===== config.mk =====
export PLATFORM = sky130hd
export DESIGN_NAME = gcnt_core
export DESIGN_NICKNAME = d
export VERILOG_FILES = /design/src/core/gcnt_pkg.sv /design/src/core/gcnt_core.sv
export VERILOG_INCLUDE_DIRS = /design/src /design/src/core
export SDC_FILE = /design/constraint.sdc
export NUM_CORES = 1
export LEC_CHECK = 0
export ABC_AREA = 1
export BUFFER_PORTS_ARGS = -buffer_cell sky130_fd_sc_hd__buf_2
export CORE_MARGIN = 5
export CORE_UTILIZATION = 58
export DETAILED_ROUTE_END_ITERATION = 10
export HOLD_SLACK_MARGIN = 0.1
export PLACE_DENSITY_LB_ADDON = 0.12
export SETUP_SLACK_MARGIN = 0.15
export SLEW_MARGIN = 10
export SYNTH_ARGS = -nofsm -noshare
export SYNTH_HDL_FRONTEND = slang
export SYNTH_SLANG_ARGS = --single-unit

===== constraint.sdc =====
create_clock -name clk_i -period 4.6 [get_ports clk_i]
set_input_delay 0.23 -clock clk_i [delete_from_list [all_inputs] [get_ports clk_i]]
set_output_delay 0.23 -clock clk_i [all_outputs]
set_load 0.03 [all_outputs]

===== src/core/gcnt_consts.svh =====
/*
 * constants of the gated 16-bit counter: register offsets, field positions,
 * reset values and write masks.
 * assumes inclusion by bare name from the design file.
 */
`ifndef GCNT_CONSTS_SVH
`define GCNT_CONSTS_SVH

// word offsets on the register bus
`define GCNT_OFF_CONTROL 8'h00
`define GCNT_OFF_GATE 8'h04
`define GCNT_OFF_COUNT 8'h08
`define GCNT_OFF_IRQ_STATUS 8'h0C
`define GCNT_OFF_IRQ_MASK 8'h10

// counter_control fields
`define GCNT_CTL_RUN 0
`define GCNT_CTL_SYNC_DIS 2
`define GCNT_CTL_OSC_EN 3
`define GCNT_CTL_PRE_LO 4
`define GCNT_CTL_SRC_LO 6
`define GCNT_CTL_WMASK 8'hFD

// counter_gate_control fields
`define GCNT_GT_SRC_LO 0
`define GCNT_GT_LEVEL 2
`define GCNT_GT_ARM 3
`define GCNT_GT_SPM 4
`define GCNT_GT_TOGGLE 5
`define GCNT_GT_POL 6
`define GCNT_GT_EN 7
`define GCNT_GT_WMASK 8'hFB

// interrupt status and mask fields
`define GCNT_IRQ_ROLL 0
`define GCNT_IRQ_GATE 1

// reset values
`define GCNT_RST_CONTROL 8'h00
`define GCNT_RST_GATE 8'h00
`define GCNT_RST_COUNT 16'h0000
`define GCNT_RST_IRQ 2'h0

// instruction clock is the system clock divided by four
`define GCNT_INSTR_DIV_LAST 2'h3

`endif


===== src/core/gcnt_pkg.sv =====
/*
 * types of the gated 16-bit counter.
 * assumes gcnt_consts.svh is on the include path.
 */
package gcnt_pkg;

	// count clock source codes
	typedef enum logic [1:0] {
		GCNT_SRC_INSTR,
		GCNT_SRC_SYS,
		GCNT_SRC_PIN,
		GCNT_SRC_CAP
	} gcnt_src_t;

	// gate source codes
	typedef enum logic [1:0] {
		GCNT_GSRC_PIN,
		GCNT_GSRC_OVF,
		GCNT_GSRC_CMPA,
		GCNT_GSRC_CMPB
	} gcnt_gsrc_t;

endpackage


===== src/core/gcnt_core.sv =====
/*
 * gated 16-bit up-counter with clock source select, prescaler, gate control,
 * toggle and single-pulse gate modes, interrupts and a classic wishbone slave.
 * assumes a single 100 MHz clock; all pins and comparator outputs are
 * asynchronous and pass three flip-flops before use.
 */
// Register access over Wishbone and the placing of the registers were decided locally.
`timescale 1ns/1ns
`include "gcnt_consts.svh"

module gcnt_core (
	input wire logic clk_i,
	input wire logic rst_i,
	input wire logic wb_cyc_i,
	input wire logic wb_stb_i,
	input wire logic wb_we_i,
	input wire logic [7:0] wb_adr_i,
	input wire logic [3:0] wb_sel_i,
	input wire logic [31:0] wb_dat_i,
	output logic [31:0] wb_dat_o,
	output logic wb_ack_o,
	input wire logic external_count_pin_i,
	input wire logic crystal_clk_i,
	input wire logic capacitive_sense_osc_i,
	input wire logic gate_pin_i,
	input wire logic companion_overflow_i,
	input wire logic comparator_a_sync_out_i,
	input wire logic comparator_b_sync_out_i,
	output logic dedicated_osc_enable_o,
	output logic irq_o,
	output logic [15:0] count_o
);

	////////////////////////////////////////////////////////////////////////////
	// input synchronisers

	localparam int NIN = 7;
	logic [NIN-1:0] raw_in;
	logic [NIN-1:0] clean_reg;
	logic [NIN-1:0] clean_prev_reg;
	logic [NIN-1:0] clean_rise;
	logic [NIN-1:0] clean_fall;

	assign raw_in = {comparator_b_sync_out_i, comparator_a_sync_out_i, companion_overflow_i,
		gate_pin_i, capacitive_sense_osc_i, crystal_clk_i, external_count_pin_i};

	// three flops per input; the clean level moves only when stages two and three agree
	genvar gi;
	generate
		for (gi = 0; gi < NIN; gi++) begin : g_sync
			logic s1_reg;
			logic s2_reg;
			logic s3_reg;
			always_ff @(posedge clk_i) begin
				if (rst_i) begin
					s1_reg <= 1'b0;
					s2_reg <= 1'b0;
					s3_reg <= 1'b0;
					clean_reg[gi] <= 1'b0;
					clean_prev_reg[gi] <= 1'b0;
				end else begin
					s1_reg <= raw_in[gi];
					s2_reg <= s1_reg;
					s3_reg <= s2_reg;
					if (s2_reg == s3_reg) begin
						clean_reg[gi] <= s3_reg;
					end
					clean_prev_reg[gi] <= clean_reg[gi];
				end
			end
			assign clean_rise[gi] = clean_reg[gi] & ~clean_prev_reg[gi];
			assign clean_fall[gi] = ~clean_reg[gi] & clean_prev_reg[gi];
		end
	endgenerate

	////////////////////////////////////////////////////////////////////////////
	// registers

	logic [7:0] ctl_reg;
	logic [7:0] gate_reg;
	logic [15:0] count_reg;
	logic [1:0] irq_status_reg;
	logic [1:0] irq_mask_reg;
	logic ack_reg;
	logic [31:0] rdata_reg;

	gcnt_pkg::gcnt_src_t src_sel;
	gcnt_pkg::gcnt_gsrc_t gsrc_sel;
	logic [1:0] pre_sel;
	logic run_enable;
	logic sync_disable;
	logic gate_enable;
	logic gate_polarity;
	logic gate_toggle_mode;
	logic gate_single_pulse_mode;
	logic single_pulse_arm;

	assign src_sel = gcnt_pkg::gcnt_src_t'(ctl_reg[`GCNT_CTL_SRC_LO +: 2]);
	assign pre_sel = ctl_reg[`GCNT_CTL_PRE_LO +: 2];
	assign run_enable = ctl_reg[`GCNT_CTL_RUN];
	assign sync_disable = ctl_reg[`GCNT_CTL_SYNC_DIS];
	assign gsrc_sel = gcnt_pkg::gcnt_gsrc_t'(gate_reg[`GCNT_GT_SRC_LO +: 2]);
	assign gate_enable = gate_reg[`GCNT_GT_EN];
	assign gate_polarity = gate_reg[`GCNT_GT_POL];
	assign gate_toggle_mode = gate_reg[`GCNT_GT_TOGGLE];
	assign gate_single_pulse_mode = gate_reg[`GCNT_GT_SPM];
	assign single_pulse_arm = gate_reg[`GCNT_GT_ARM];

	logic bus_req;
	logic wr_ctl;
	logic wr_gate;
	logic wr_count;
	logic wr_mask;
	logic rd_status;

	// a request is taken once; the ack of the cycle before blocks a second take
	assign bus_req = wb_cyc_i & wb_stb_i & ~ack_reg;
	assign wr_ctl = bus_req & wb_we_i & wb_sel_i[0] & (wb_adr_i == `GCNT_OFF_CONTROL);
	assign wr_gate = bus_req & wb_we_i & wb_sel_i[0] & (wb_adr_i == `GCNT_OFF_GATE);
	assign wr_count = bus_req & wb_we_i & (wb_adr_i == `GCNT_OFF_COUNT);
	assign wr_mask = bus_req & wb_we_i & wb_sel_i[0] & (wb_adr_i == `GCNT_OFF_IRQ_MASK);
	assign rd_status = bus_req & ~wb_we_i & (wb_adr_i == `GCNT_OFF_IRQ_STATUS);

	////////////////////////////////////////////////////////////////////////////
	// count clock selection and prescaler

	logic [1:0] instr_div_reg;
	logic ext_sync_rise_reg;
	logic ext_rise;
	logic src_tick;
	logic [2:0] pre_cnt_reg;
	logic [2:0] pre_last;
	logic pre_tick;

	// free-running divide by four for the instruction clock
	always_ff @(posedge clk_i) begin
		if (rst_i) begin
			instr_div_reg <= 2'h0;
		end else begin
			instr_div_reg <= instr_div_reg + 2'h1;
		end
	end

	// pin or crystal edge; the synchronised path aligns it once more to the clock
	always_ff @(posedge clk_i) begin
		if (rst_i) begin
			ext_sync_rise_reg <= 1'b0;
		end else begin
			ext_sync_rise_reg <= dedicated_osc_enable_o ? clean_rise[1] : clean_rise[0];
		end
	end

	always_comb begin
		ext_rise = dedicated_osc_enable_o ? clean_rise[1] : clean_rise[0];
		if (!sync_disable) begin
			ext_rise = ext_sync_rise_reg;
		end
		unique case (src_sel)
			gcnt_pkg::GCNT_SRC_INSTR: src_tick = (instr_div_reg == `GCNT_INSTR_DIV_LAST);
			gcnt_pkg::GCNT_SRC_SYS: src_tick = 1'b1;
			gcnt_pkg::GCNT_SRC_PIN: src_tick = ext_rise;
			gcnt_pkg::GCNT_SRC_CAP: src_tick = clean_rise[2];
		endcase
	end

	// prescaler passes one tick in 1, 2, 4 or 8
	always_comb begin
		unique case (pre_sel)
			2'h0: pre_last = 3'h0;
			2'h1: pre_last = 3'h1;
			2'h2: pre_last = 3'h3;
			2'h3: pre_last = 3'h7;
		endcase
	end

	assign pre_tick = src_tick & (pre_cnt_reg >= pre_last);

	// prescaler holds at zero while stopped and restarts on any control write
	always_ff @(posedge clk_i) begin
		if (rst_i || !run_enable || wr_ctl) begin
			pre_cnt_reg <= 3'h0;
		end else if (pre_tick) begin
			pre_cnt_reg <= 3'h0;
		end else if (src_tick) begin
			pre_cnt_reg <= pre_cnt_reg + 3'h1;
		end
	end

	// dedicated oscillator follows its enable bit
	assign dedicated_osc_enable_o = ctl_reg[`GCNT_CTL_OSC_EN];

	////////////////////////////////////////////////////////////////////////////
	// gate path

	logic gsrc_level;
	logic gsrc_rise;
	logic toggle_reg;
	logic pol_level;
	logic pol_prev_reg;
	logic pol_rise;
	logic pol_fall;
	logic pulse_open_reg;
	logic gate_level;
	logic gate_level_prev_reg;
	logic count_enable;

	always_comb begin
		unique case (gsrc_sel)
			gcnt_pkg::GCNT_GSRC_PIN: begin
				gsrc_level = clean_reg[3];
				gsrc_rise = clean_rise[3];
			end
			gcnt_pkg::GCNT_GSRC_OVF: begin
				gsrc_level = clean_reg[4];
				gsrc_rise = clean_rise[4];
			end
			gcnt_pkg::GCNT_GSRC_CMPA: begin
				gsrc_level = clean_reg[5];
				gsrc_rise = clean_rise[5];
			end
			gcnt_pkg::GCNT_GSRC_CMPB: begin
				gsrc_level = clean_reg[6];
				gsrc_rise = clean_rise[6];
			end
		endcase
	end

	// toggle flop: flips per rising source edge, held clear outside toggle mode or run
	always_ff @(posedge clk_i) begin
		if (rst_i || !gate_toggle_mode || !run_enable) begin
			toggle_reg <= 1'b0;
		end else if (gsrc_rise) begin
			toggle_reg <= ~toggle_reg;
		end
	end

	// polarity after the optional toggle stage
	assign pol_level = gate_polarity ? (gate_toggle_mode ? toggle_reg : gsrc_level)
		: ~(gate_toggle_mode ? toggle_reg : gsrc_level);

	always_ff @(posedge clk_i) begin
		if (rst_i) begin
			pol_prev_reg <= 1'b0;
		end else begin
			pol_prev_reg <= pol_level;
		end
	end

	assign pol_rise = pol_level & ~pol_prev_reg;
	assign pol_fall = ~pol_level & pol_prev_reg;

	// single pulse: opens on the first active edge after arming, ends on its trailing edge
	always_ff @(posedge clk_i) begin
		if (rst_i || !gate_single_pulse_mode) begin
			pulse_open_reg <= 1'b0;
		end else if (pulse_open_reg && pol_fall) begin
			pulse_open_reg <= 1'b0;
		end else if (single_pulse_arm && pol_rise) begin
			pulse_open_reg <= 1'b1;
		end
	end

	// gate level seen by the counter; in single-pulse mode only the open pulse counts
	assign gate_level = gate_single_pulse_mode ? (pulse_open_reg & pol_level) : pol_level;

	always_ff @(posedge clk_i) begin
		if (rst_i) begin
			gate_level_prev_reg <= 1'b0;
		end else begin
			gate_level_prev_reg <= gate_level;
		end
	end

	// gate only matters while running and enabled
	assign count_enable = run_enable & (~gate_enable | gate_level);

	////////////////////////////////////////////////////////////////////////////
	// counter

	logic roll_event;
	logic gate_event;

	assign roll_event = count_enable & pre_tick & (count_reg == 16'hFFFF) & ~wr_count;
	assign gate_event = gate_level_prev_reg & ~gate_level;

	// software write of the count wins over an increment in the same cycle
	always_ff @(posedge clk_i) begin
		if (rst_i) begin
			count_reg <= `GCNT_RST_COUNT;
		end else if (wr_count) begin
			if (wb_sel_i[0]) begin
				count_reg[7:0] <= wb_dat_i[7:0];
			end
			if (wb_sel_i[1]) begin
				count_reg[15:8] <= wb_dat_i[15:8];
			end
		end else if (count_enable && pre_tick) begin
			count_reg <= count_reg + 16'h0001;
		end
	end

	assign count_o = count_reg;

	////////////////////////////////////////////////////////////////////////////
	// control registers

	always_ff @(posedge clk_i) begin
		if (rst_i) begin
			ctl_reg <= `GCNT_RST_CONTROL;
		end else if (wr_ctl) begin
			ctl_reg <= wb_dat_i[7:0] & `GCNT_CTL_WMASK;
		end
	end

	// arm bit: software sets it, hardware clears it at the end of the pulse and holds it clear outside single-pulse mode
	always_ff @(posedge clk_i) begin
		if (rst_i) begin
			gate_reg <= `GCNT_RST_GATE;
		end else if (wr_gate) begin
			gate_reg <= wb_dat_i[7:0] & `GCNT_GT_WMASK;
		end else if (!gate_single_pulse_mode || (pulse_open_reg && pol_fall)) begin
			gate_reg[`GCNT_GT_ARM] <= 1'b0;
		end
	end

	////////////////////////////////////////////////////////////////////////////
	// interrupts

	// events set sticky bits; a status read clears them, a new event in that cycle stays
	always_ff @(posedge clk_i) begin
		if (rst_i) begin
			irq_status_reg <= `GCNT_RST_IRQ;
		end else begin
			irq_status_reg[`GCNT_IRQ_ROLL] <= roll_event
				| (irq_status_reg[`GCNT_IRQ_ROLL] & ~rd_status);
			irq_status_reg[`GCNT_IRQ_GATE] <= gate_event
				| (irq_status_reg[`GCNT_IRQ_GATE] & ~rd_status);
		end
	end

	always_ff @(posedge clk_i) begin
		if (rst_i) begin
			irq_mask_reg <= `GCNT_RST_IRQ;
		end else if (wr_mask) begin
			irq_mask_reg <= wb_dat_i[1:0];
		end
	end

	assign irq_o = |(irq_status_reg & irq_mask_reg);

	////////////////////////////////////////////////////////////////////////////
	// wishbone answer

	// ack one cycle after the request is seen; unmapped addresses read zero
	always_ff @(posedge clk_i) begin
		if (rst_i) begin
			ack_reg <= 1'b0;
			rdata_reg <= 32'h0000_0000;
		end else begin
			ack_reg <= bus_req;
			if (bus_req && !wb_we_i) begin
				unique case (wb_adr_i)
					`GCNT_OFF_CONTROL: rdata_reg <= {24'h000000, ctl_reg};
					`GCNT_OFF_GATE: rdata_reg <= {24'h000000, gate_reg[7:3],
						gate_level, gate_reg[1:0]};
					`GCNT_OFF_COUNT: rdata_reg <= {16'h0000, count_reg};
					`GCNT_OFF_IRQ_STATUS: rdata_reg <= {30'h00000000, irq_status_reg};
					`GCNT_OFF_IRQ_MASK: rdata_reg <= {30'h00000000, irq_mask_reg};
					default: rdata_reg <= 32'h0000_0000;
				endcase
			end
		end
	end

	assign wb_ack_o = ack_reg;
	assign wb_dat_o = rdata_reg;

endmodule


-- Word-level counts from Yosys, hierarchy flattened
Index checks and enable logic that the tools add are counted.
- $add $sub $neg: 3
- order comparisons: 1
- equality and inequality tests: 24
- muxes and demuxes: 16
- bitwise logic cells: 49
- reduce and logical (&&, ||, !) cells: 25
- operators with widths (cell ; number):
    $pmux W16 S5 ; 1
    $mux W16 ; 2
    $and A1 B1 Y1 ; 28
    $not A1 Y1 ; 17
    $add A16 B1 Y16 const B ; 1
    $eq A16 B16 Y1 const B ; 1
    $eq A8 B4 Y1 const B ; 2
    $mux W8 ; 2
    $eq A2 B2 Y1 const B ; 7
    $pmux W1 S4 ; 3
    $pmux W3 S4 ; 1
    $eq A8 B3 Y1 const B ; 1
    $eq A8 B5 Y1 const B ; 1
    $logic_not A8 Y1 ; 1
    $eq A1 B1 Y1 ; 7
    $mux W1 ; 7
    $eq A2 B1 Y1 const B ; 3
    $logic_not A2 Y1 ; 3
    $logic_or A1 B1 Y1 ; 6
    $reduce_or A2 Y1 ; 3
    $logic_and A1 B1 Y1 ; 4
    $logic_not A1 Y1 ; 4
    $ne A2 B2 Y1 const B ; 2
    $reduce_and A2 Y1 ; 2
    other kinds (6) ; 9
- flip-flop bits (word level): 112
- input bits: 56
- logic and storage cells: 169

-- Depth between registers and ports, before layout
Gate-level depths: netlist of run 1.
- word-level depth: 13
- gate-level depth with buffers: 15
- mapped depth without buffers: 15

-- Worst setup path after synthesis of run 1
Ideal clock, no wire load.
- path type: register to register
- from: register ctl_reg[4]
- to: register count_reg[3] (netlist: count_o[3])
- data arrival time: 1.750 ns
- data required time: 4.487 ns
- setup slack: 2.736 ns
- stages on the path, launching flop included: 12
- path buffers: 2
- period minus slack after synthesis: 1.864 ns
- cells stage by stage: dfxtp_1 -> or2_2 -> ha_1 -> nand3_1 -> o211ai_1 -> nand3_1 -> nor2_1 -> nand2_2 -> buf_6 -> buf_12 -> a21oi_2 -> nor2_1
- cells in the longest elaborated chain, start to end: 7
- elaborated cells on any way between the ends: 10
- classes of those cells: order compare (1); eq/ne (3); mux (1); bitwise (1); reduce/logical (4)
- RTL lines (item ; line ; source):
    from (decl) ; gcnt_core.sv:79 ; logic [7:0] ctl_reg;
    from (signal assigned) ; gcnt_core.sv:309 ; ctl_reg <= `GCNT_RST_CONTROL;
    from (signal assigned) ; gcnt_core.sv:311 ; ctl_reg <= wb_dat_i[7:0] & `GCNT_CTL_WMASK;
    $eq A2 B2 Y1, or another cell as far along ; gcnt_core.sv:168 ; unique case (pre_sel)
    $pmux W3 S4 * ; gcnt_core.sv:168 ;
    $ge A3 B3 Y1 * ; gcnt_core.sv:176 ; assign pre_tick = src_tick & (pre_cnt_reg >= pre_last);
    $and A1 B1 Y1 * ; gcnt_core.sv:176 ;
    $logic_and A1 B1 Y1 * ; gcnt_core.sv:297 ; end else if (count_enable && pre_tick) begin
    $reduce_bool A2 Y1 (no source line) * ; n/a ;
    $reduce_and A2 Y1 (no source line) * ; n/a ;
    to (signal assigned) ; gcnt_core.sv:289 ; count_reg <= `GCNT_RST_COUNT;
    to (signal assigned) ; gcnt_core.sv:292 ; count_reg[7:0] <= wb_dat_i[7:0];
    to (signal assigned) ; gcnt_core.sv:298 ; count_reg <= count_reg + 16'h0001;
    to (decl) ; gcnt_core.sv:81 ; logic [15:0] count_reg;
Every way passes the cells marked *; elsewhere a longest branch is shown, timed or not.
A chain may end at the register's enable or synchronous reset.

-- Worst setup path after layout of run 1
- from: register ctl_reg[4]
- to: register count_reg[6] (netlist: count_o[6])
Same word-level chain as after synthesis.

==> run metrics, run 1 <==
setup_tns=0 ns; placed cell count=791; worst hold path depth=3; fmax=412 MHz; Largest stage delay, worst path=approximately 0.48 ns; status=finished clean; leakage power=~2.4 nW; Hold Vio Cnt, Final=0; vias per cell=5.11; Slew headroom=roughly a third; Max Cap Violations=0; GRT overflow=0; wire per inst=13.1 um; Yosys reg bits=96; initial antenna violation count=0; Mapped Cells=635; Hold WC Path Type=input port to flip-flop; GRT Total Usage=about 22%; fraction of registers with async set/reset=0%; GPL Wtd Cong=0.895; worst path arrival time=approximately 2.7 ns; Row Count=32; area grow syn2layout=12.1%; pwr dens=between 200 and 300 nW/um^2; register-to-register setup slack=2.17 ns; root buf cell=clkbuf_8; Die Span X=99.8 um; Final Max Tran Viols=0; final net count=769; crit share post-route=52.7%; Setup crit start=ctl_reg[4]; Antenna diodes=0; first-pass GRT wire length=17500 um; number of synthesized flops with an enable pin=0; depth of the worst register-to-register path=11; Critical-path top delay cell=nand2_2; maximum vdd drop=0.256 mV; vias in the first global route=3871; Post-DP HPWL=7890 um; final non-filler cell total=approximately 810; fin crit period=2.43 ns; number of top-level pins=107; post-synthesis cell area=4680 um^2; die height=99.8 um; H-tree depth=3; Worst setup SP type=flip-flop; Core Area=7810 um^2; die area=roughly 10000 um^2; final setup vio count=0; TritonRoute pass-1 iters=5; DR vias=between 4000 and 5000; RSZ-0062 raised after global routing=false; clock sink total=96; CTS buffer count=9; skew final=between 0.015 and 0.02 ns; CTS-repair resized insts=0; share of cells above drive strength 1=19.2%; Worst Tran Pin Value=1.01 ns; Port Buf Inserts=72; Syn Area/Cell=about 7.4 um^2; # DRC=0; Yosys top cell area share=between 40 and 50%; Yosys warnings=0; largest cells by area after synthesis=dfxtp_1 (41%), nand2_1 (9.5%), nor2_1 (8.1%); Top FF cell, synth=dfxtp_1; Post-CTS Setup Bufs=0; DRT iter0 DRCs=242; Clk Latency, worst-skew pair=0.37 ns; Initial Util=60.0%; Worst setup endpoint=count_o[6]; sequential fraction of the synthesis area=between 40 and 50%; CTS Buffer Depth=2; Worst R2R End=count_o[6]; unique cell type count in the Yosys netlist=49; worst hold start=wb_dat_i[0]; final wirelength=approximately 11000 um; worst r2r src=ctl_reg[4]; Crit Path Category=flip-flop to flip-flop; Critical Path End Type=flip-flop; crit path max fanout=29; count leader, synth=nand2_1; Required @ worst endpoint=approximately 4.9 ns; Final ANT Viol Nets=0; largest net degree at the start of global routing=56; Post-synth top cells=nand2_1 (119), nor2_1 (101), dfxtp_1 (96); sequence of cells on the critical path=or2_2 -> ha_1 -> nand3_1 -> o211ai_1 -> nand3_1 -> nor2_1 -> nand2_2 -> nand2_2 -> nand2_1 -> nand2_1 -> nor2_1; CTS tree=yes; Reg clk slew, reported paths=0.11 ns; area leader, netlist=dfxtp_1
metal layers:
metal / global-route usage, % / wire length, um / up-vias
li1: - / - / 2135
met1: 25.6 / 4390 / 1877
met2: 38.4 / 5300 / 127
met3: 5.28 / 711 / 18
met4: 7.46 / 238 / 0
met5: 0 / 0 / -
cell families (layout without fill, tap and decap cells):
logic type	count (synthesis)	count (layout)	share of synthesized area, %
flip-flops	96	96	41.1
other	1	16	0.0801
XOR/XNOR	9	9	1.68
AO/OA/AOI/OAI	101	101	12.6
adder cells (fa/ha/maj)	6	6	1.60
buffers and inverters	117	179	12.1
AND/OR/NAND/NOR	305	305	30.8
worst max-delay path, delay by kind of cell, from the launching register on:
kind	cells	cell delay, ns
AOI/OAI and AO/OA	1	0.10
and+or+nand+nor	9	1.63
adders and majority gates	1	0.27
DFF	1	0.35
area by class of cell:
class / instances / area (um^2)
Inverter: 83 / 327
Timing Repair Buffer: 80 / 438
Sequential cell: 96 / 1920
Multi-Input combinational cell: 437 / 2250
Clock inverter: 6 / 50.0
Clock buffer: 10 / 138
Fill cell: 703 / 2560
Tap cell: 102 / 128
report_power, final:
part           internal (mW)  switching [mW]
registers              0.842         0.00388
clock network          0.217           0.303
logic                 0.0278          0.0641
total                   1.09           0.371
worst min-delay path by stage:
stage / endpoint / slack, ns
floorplan: g_sync[0].s1_reg / 0.34
global placement: g_sync[1].s2_reg / 0.39
detailed placement: g_sync[5].s2_reg / 0.40
CTS: ctl_reg[0] / 0.12
global route: ctl_reg[0] / 0.12
finish: ctl_reg[0] / 0.13
placed cells by master (no fill, tap or decap), types with 2 or more instances in the layout:
| master | instances |
|---|---|
| a21oi_1 | 45 |
| a21oi_2 | 13 |
| a31oi_1 | 3 |
| buf_2 | 72 |
| clkbuf_8 | 10 |
| clkinvlp_4 | 4 |
| conb_1 | 16 |
| dfxtp_1 | 96 |
| dlygate4sd3_1 | 7 |
| ha_1 | 6 |
| inv_1 | 78 |
| inv_2 | 2 |
| inv_8 | 2 |
| nand2_1 | 119 |
| nand2_2 | 6 |
| nand2_4 | 4 |
| nand3_1 | 40 |
| nand3_2 | 7 |
| nand3b_1 | 2 |
| nand4_1 | 4 |
| nor2_1 | 101 |
| nor2_4 | 2 |
| nor3_1 | 6 |
| nor4_1 | 2 |
| o211ai_1 | 3 |
| o21ai_0 | 30 |
| o221ai_1 | 2 |
| o22ai_1 | 2 |
| xor2_1 | 8 |
repair_timing:
action                                  CTS  global route
endpoints found under the setup margin    0             0
endpoints found under the hold margin     7             0
hold buffers                              7             0
metrics by stage:
stage	instance area [um^2]	util, %	hold slack (ns)	worst slack (ns)	total power [mW]
floorplan	4740	-	0.337	2.74	0.933
global placement	4990	63.9	0.391	2.23	0.950
detailed placement	4990	63.9	0.398	2.17	0.952
CTS	5250	67.2	0.119	2.18	1.47
global route	5250	67.2	0.125	1.98	1.52
finish	5250	67.2	0.135	2.17	1.46
(Power assumes the default switching activity.)
==> run 2, diff against run 1 <==
--- a/config.mk
+++ b/config.mk
@@ -9,7 +9,7 @@
 export ABC_AREA = 1
 export BUFFER_PORTS_ARGS = -buffer_cell sky130_fd_sc_hd__buf_2
 export CORE_MARGIN = 5
-export CORE_UTILIZATION = 58
+export CORE_UTILIZATION = 54
 export DETAILED_ROUTE_END_ITERATION = 10
 export HOLD_SLACK_MARGIN = 0.1
 export PLACE_DENSITY_LB_ADDON = 0.12
==> constraint.sdc (replaced) <==
create_clock -name clk_i -period 2.46 [get_ports clk_i]
set_input_delay 0.123 -clock clk_i [delete_from_list [all_inputs] [get_ports clk_i]]
set_output_delay 0.123 -clock clk_i [all_outputs]
set_load 0.03 [all_outputs]
==> run metrics, run 2 (same netlist as run 1, synthesis figures left out) <==
final net count=784 (+2.0%); crit share post-route=86.4% (+34 points); final core occ=63.4% (-3.8 points); DRT iter0 DRCs=132 (-45%); GRT Total Usage=21.9% (+0.23 points); register-to-register setup slack=0.33 ns (-1.84 ns); Max Cap Violations=0 (unchanged); Critical Path End Type=flip-flop; pwr dens=536 nW/um^2 (+93%); vias in the first global route=4004 (+3.4%); GPL Wtd Cong=0.890 (-0.55%); Final Max Tran Viols=0 (unchanged); Design Area, Final=5450 um^2 (+3.8%); maximum vdd drop=0.492 mV (+92%); setup_tns=0 ns (unchanged); Post-CTS Setup Bufs=0 (unchanged); Min Hold Slack=0.0965 ns (-0.0381 ns); GRT overflow=0 (unchanged); fmax=470 MHz (+14%); initial antenna violation count=0 (unchanged); most common cell after layout, fill and taps aside=nand2_1; Placed Instance Area=5030 um^2 (+0.85%); Required @ worst endpoint=2.72 ns (-2.15 ns); CTS Buffer Depth=2 (unchanged); clock sink total=96 (unchanged); root buf cell=clkbuf_8; Worst setup SP type=flip-flop; CTS buffer count=9 (unchanged); Row Count=34 (+6.3%); Reg clk slew, reported paths=0.10 ns (about the same); crit-path leading delay family=simple AND/OR/NAND/NOR gates; status=finished clean; Antenna diodes=0 (unchanged); Slew headroom=61.9% (+29 points); RSZ-0062 raised after global routing=false; Die Span X=103 um (+3.3%); area grow syn2layout=16.4%; sequence of cells on the critical path=or2_2 -> ha_1 -> nand3_1 -> o211ai_1 -> nand3_1 -> nor2_1 -> nand2_4 -> buf_12 -> a21oi_1 -> nor2_1; Largest stage delay, worst path=0.35 ns (-0.13 ns); Initial Util=54.5% (-5.5 points); skew final=0.0133 ns (-0.00446 ns); wire per inst=13.4 um (+2.5%); worst path arrival time=2.38 ns (-0.32 ns); Hold Vio Cnt, Final=0 (unchanged); largest net degree at the start of global routing=55 (-1.8%); crit path max fanout=19 (-34%); final setup vio count=0 (unchanged); Port Buf Inserts=72 (unchanged); Hold WC Path Type=input port to flip-flop; Final ANT Viol Nets=0 (unchanged); die area=10600 um^2 (+6.6%); Post-DP HPWL=8220 um (+4.2%); H-tree depth=3 (unchanged); die height=103 um (+3.3%); # DRC=0 (unchanged); first-pass GRT wire length=18400 um (+4.9%); fin crit period=2.13 ns (-0.301 ns); DR vias=4161 (+0.096%); share of cells above drive strength 1=19.1% (-0.12 points); Worst Tran Pin Value=0.566 ns (-0.444 ns); leakage power=2.54 nW (+4.0%); Core Area=8590 um^2 (+10%); Fillers=811 (+15%); number of top-level pins=107 (unchanged); Power Total=2.92 mW (+100%); Critical path buffers and inverters=1 (+1); Crit Path Category=flip-flop to flip-flop; Clk Latency, worst-skew pair=0.36 ns (about the same); final wirelength=11200 um (+5.1%); vias per cell=4.98 (-2.4%); Critical-path top delay cell=dfxtp_1; commonest cells after routing, fill and taps aside=nand2_1 (119), nor2_1 (101), dfxtp_1 (96), inv_1 (78), buf_2 (72); CTS tree=yes; TritonRoute pass-1 iters=5 (unchanged)
run 2: cell count changes in the layout (fill, tap and decap cells not counted):
cell / delta
buf_4: +2
inv_8: -1
buf_12: +1
clkinvlp_4: -4
nand2_2: -1
clkbuf_1: +1
clkinv_4: +2
nand2_4: +1
bufinv_16: +2
clkinv_2: +1
dlygate4sd3_1: +12
clkbuf_8: -1
run 2: timing repair:
action / 4_1_cts / 5_1_grt
endpoints found under the setup margin: 0 / 5
gates resized for setup: 0 / 1
hold buffers: 19 / 0
endpoints found under the hold margin: 19 / 0
run 2: layer usage:
metal | vias up | GRT usage, % | share of wire (%)
met4 | 0 | 8.37 | 2.2
met3 | 18 | 3.65 | 4.6
met1 | 1882 | 25.5 | 42
met2 | 90 | 40.0 | 51
met5 | - | 0 | 0
li1 | 2171 | - | -
run 2: path summary, 6_finish.rpt:
path | end | startpoint | depth (start not counted)
max | count_o[9] | ctl_reg[4] | 10
min | count_o[9] | wb_dat_i[9] | 5
max reg2reg | count_o[9] | ctl_reg[4] | 10
min reg2reg | g_sync[5].s2_reg | g_sync[5].s1_reg | 2
run 2: report_power, final:
group,switching [mW],internal (mW)
Combinational,0.124,0.0663
Sequential,0.00754,1.57
Clock,0.569,0.579
Total,0.701,2.22
run 2: layout make-up:
class	count	area, um^2	share of cell area [%]
multi-input cells	437	2250	41.3
clock buffers	10	128	2.34
repair buffers	95	593	10.9
well taps	108	135	2.48
clock inverters	6	91.3	1.68
inverters	83	327	5.99
flip-flops and latches	96	1920	35.3
run 2: through the flow:
stage | cells | worst slack (ns)
floorplan | 650 | 0.596
global placement | 800 | 0.363
detailed placement | 800 | 0.332
CTS | 835 | 0.293
global route | 835 | 0.173
finish | 835 | 0.334
run 2: tightest hold or removal path: cells and delay by family:
kind | cells | cell delay, ns
AOI/OAI and AO/OA | 1 | 0.03
buffers and inverters | 1 | 0.08
and+or+nand+nor | 3 | 0.19
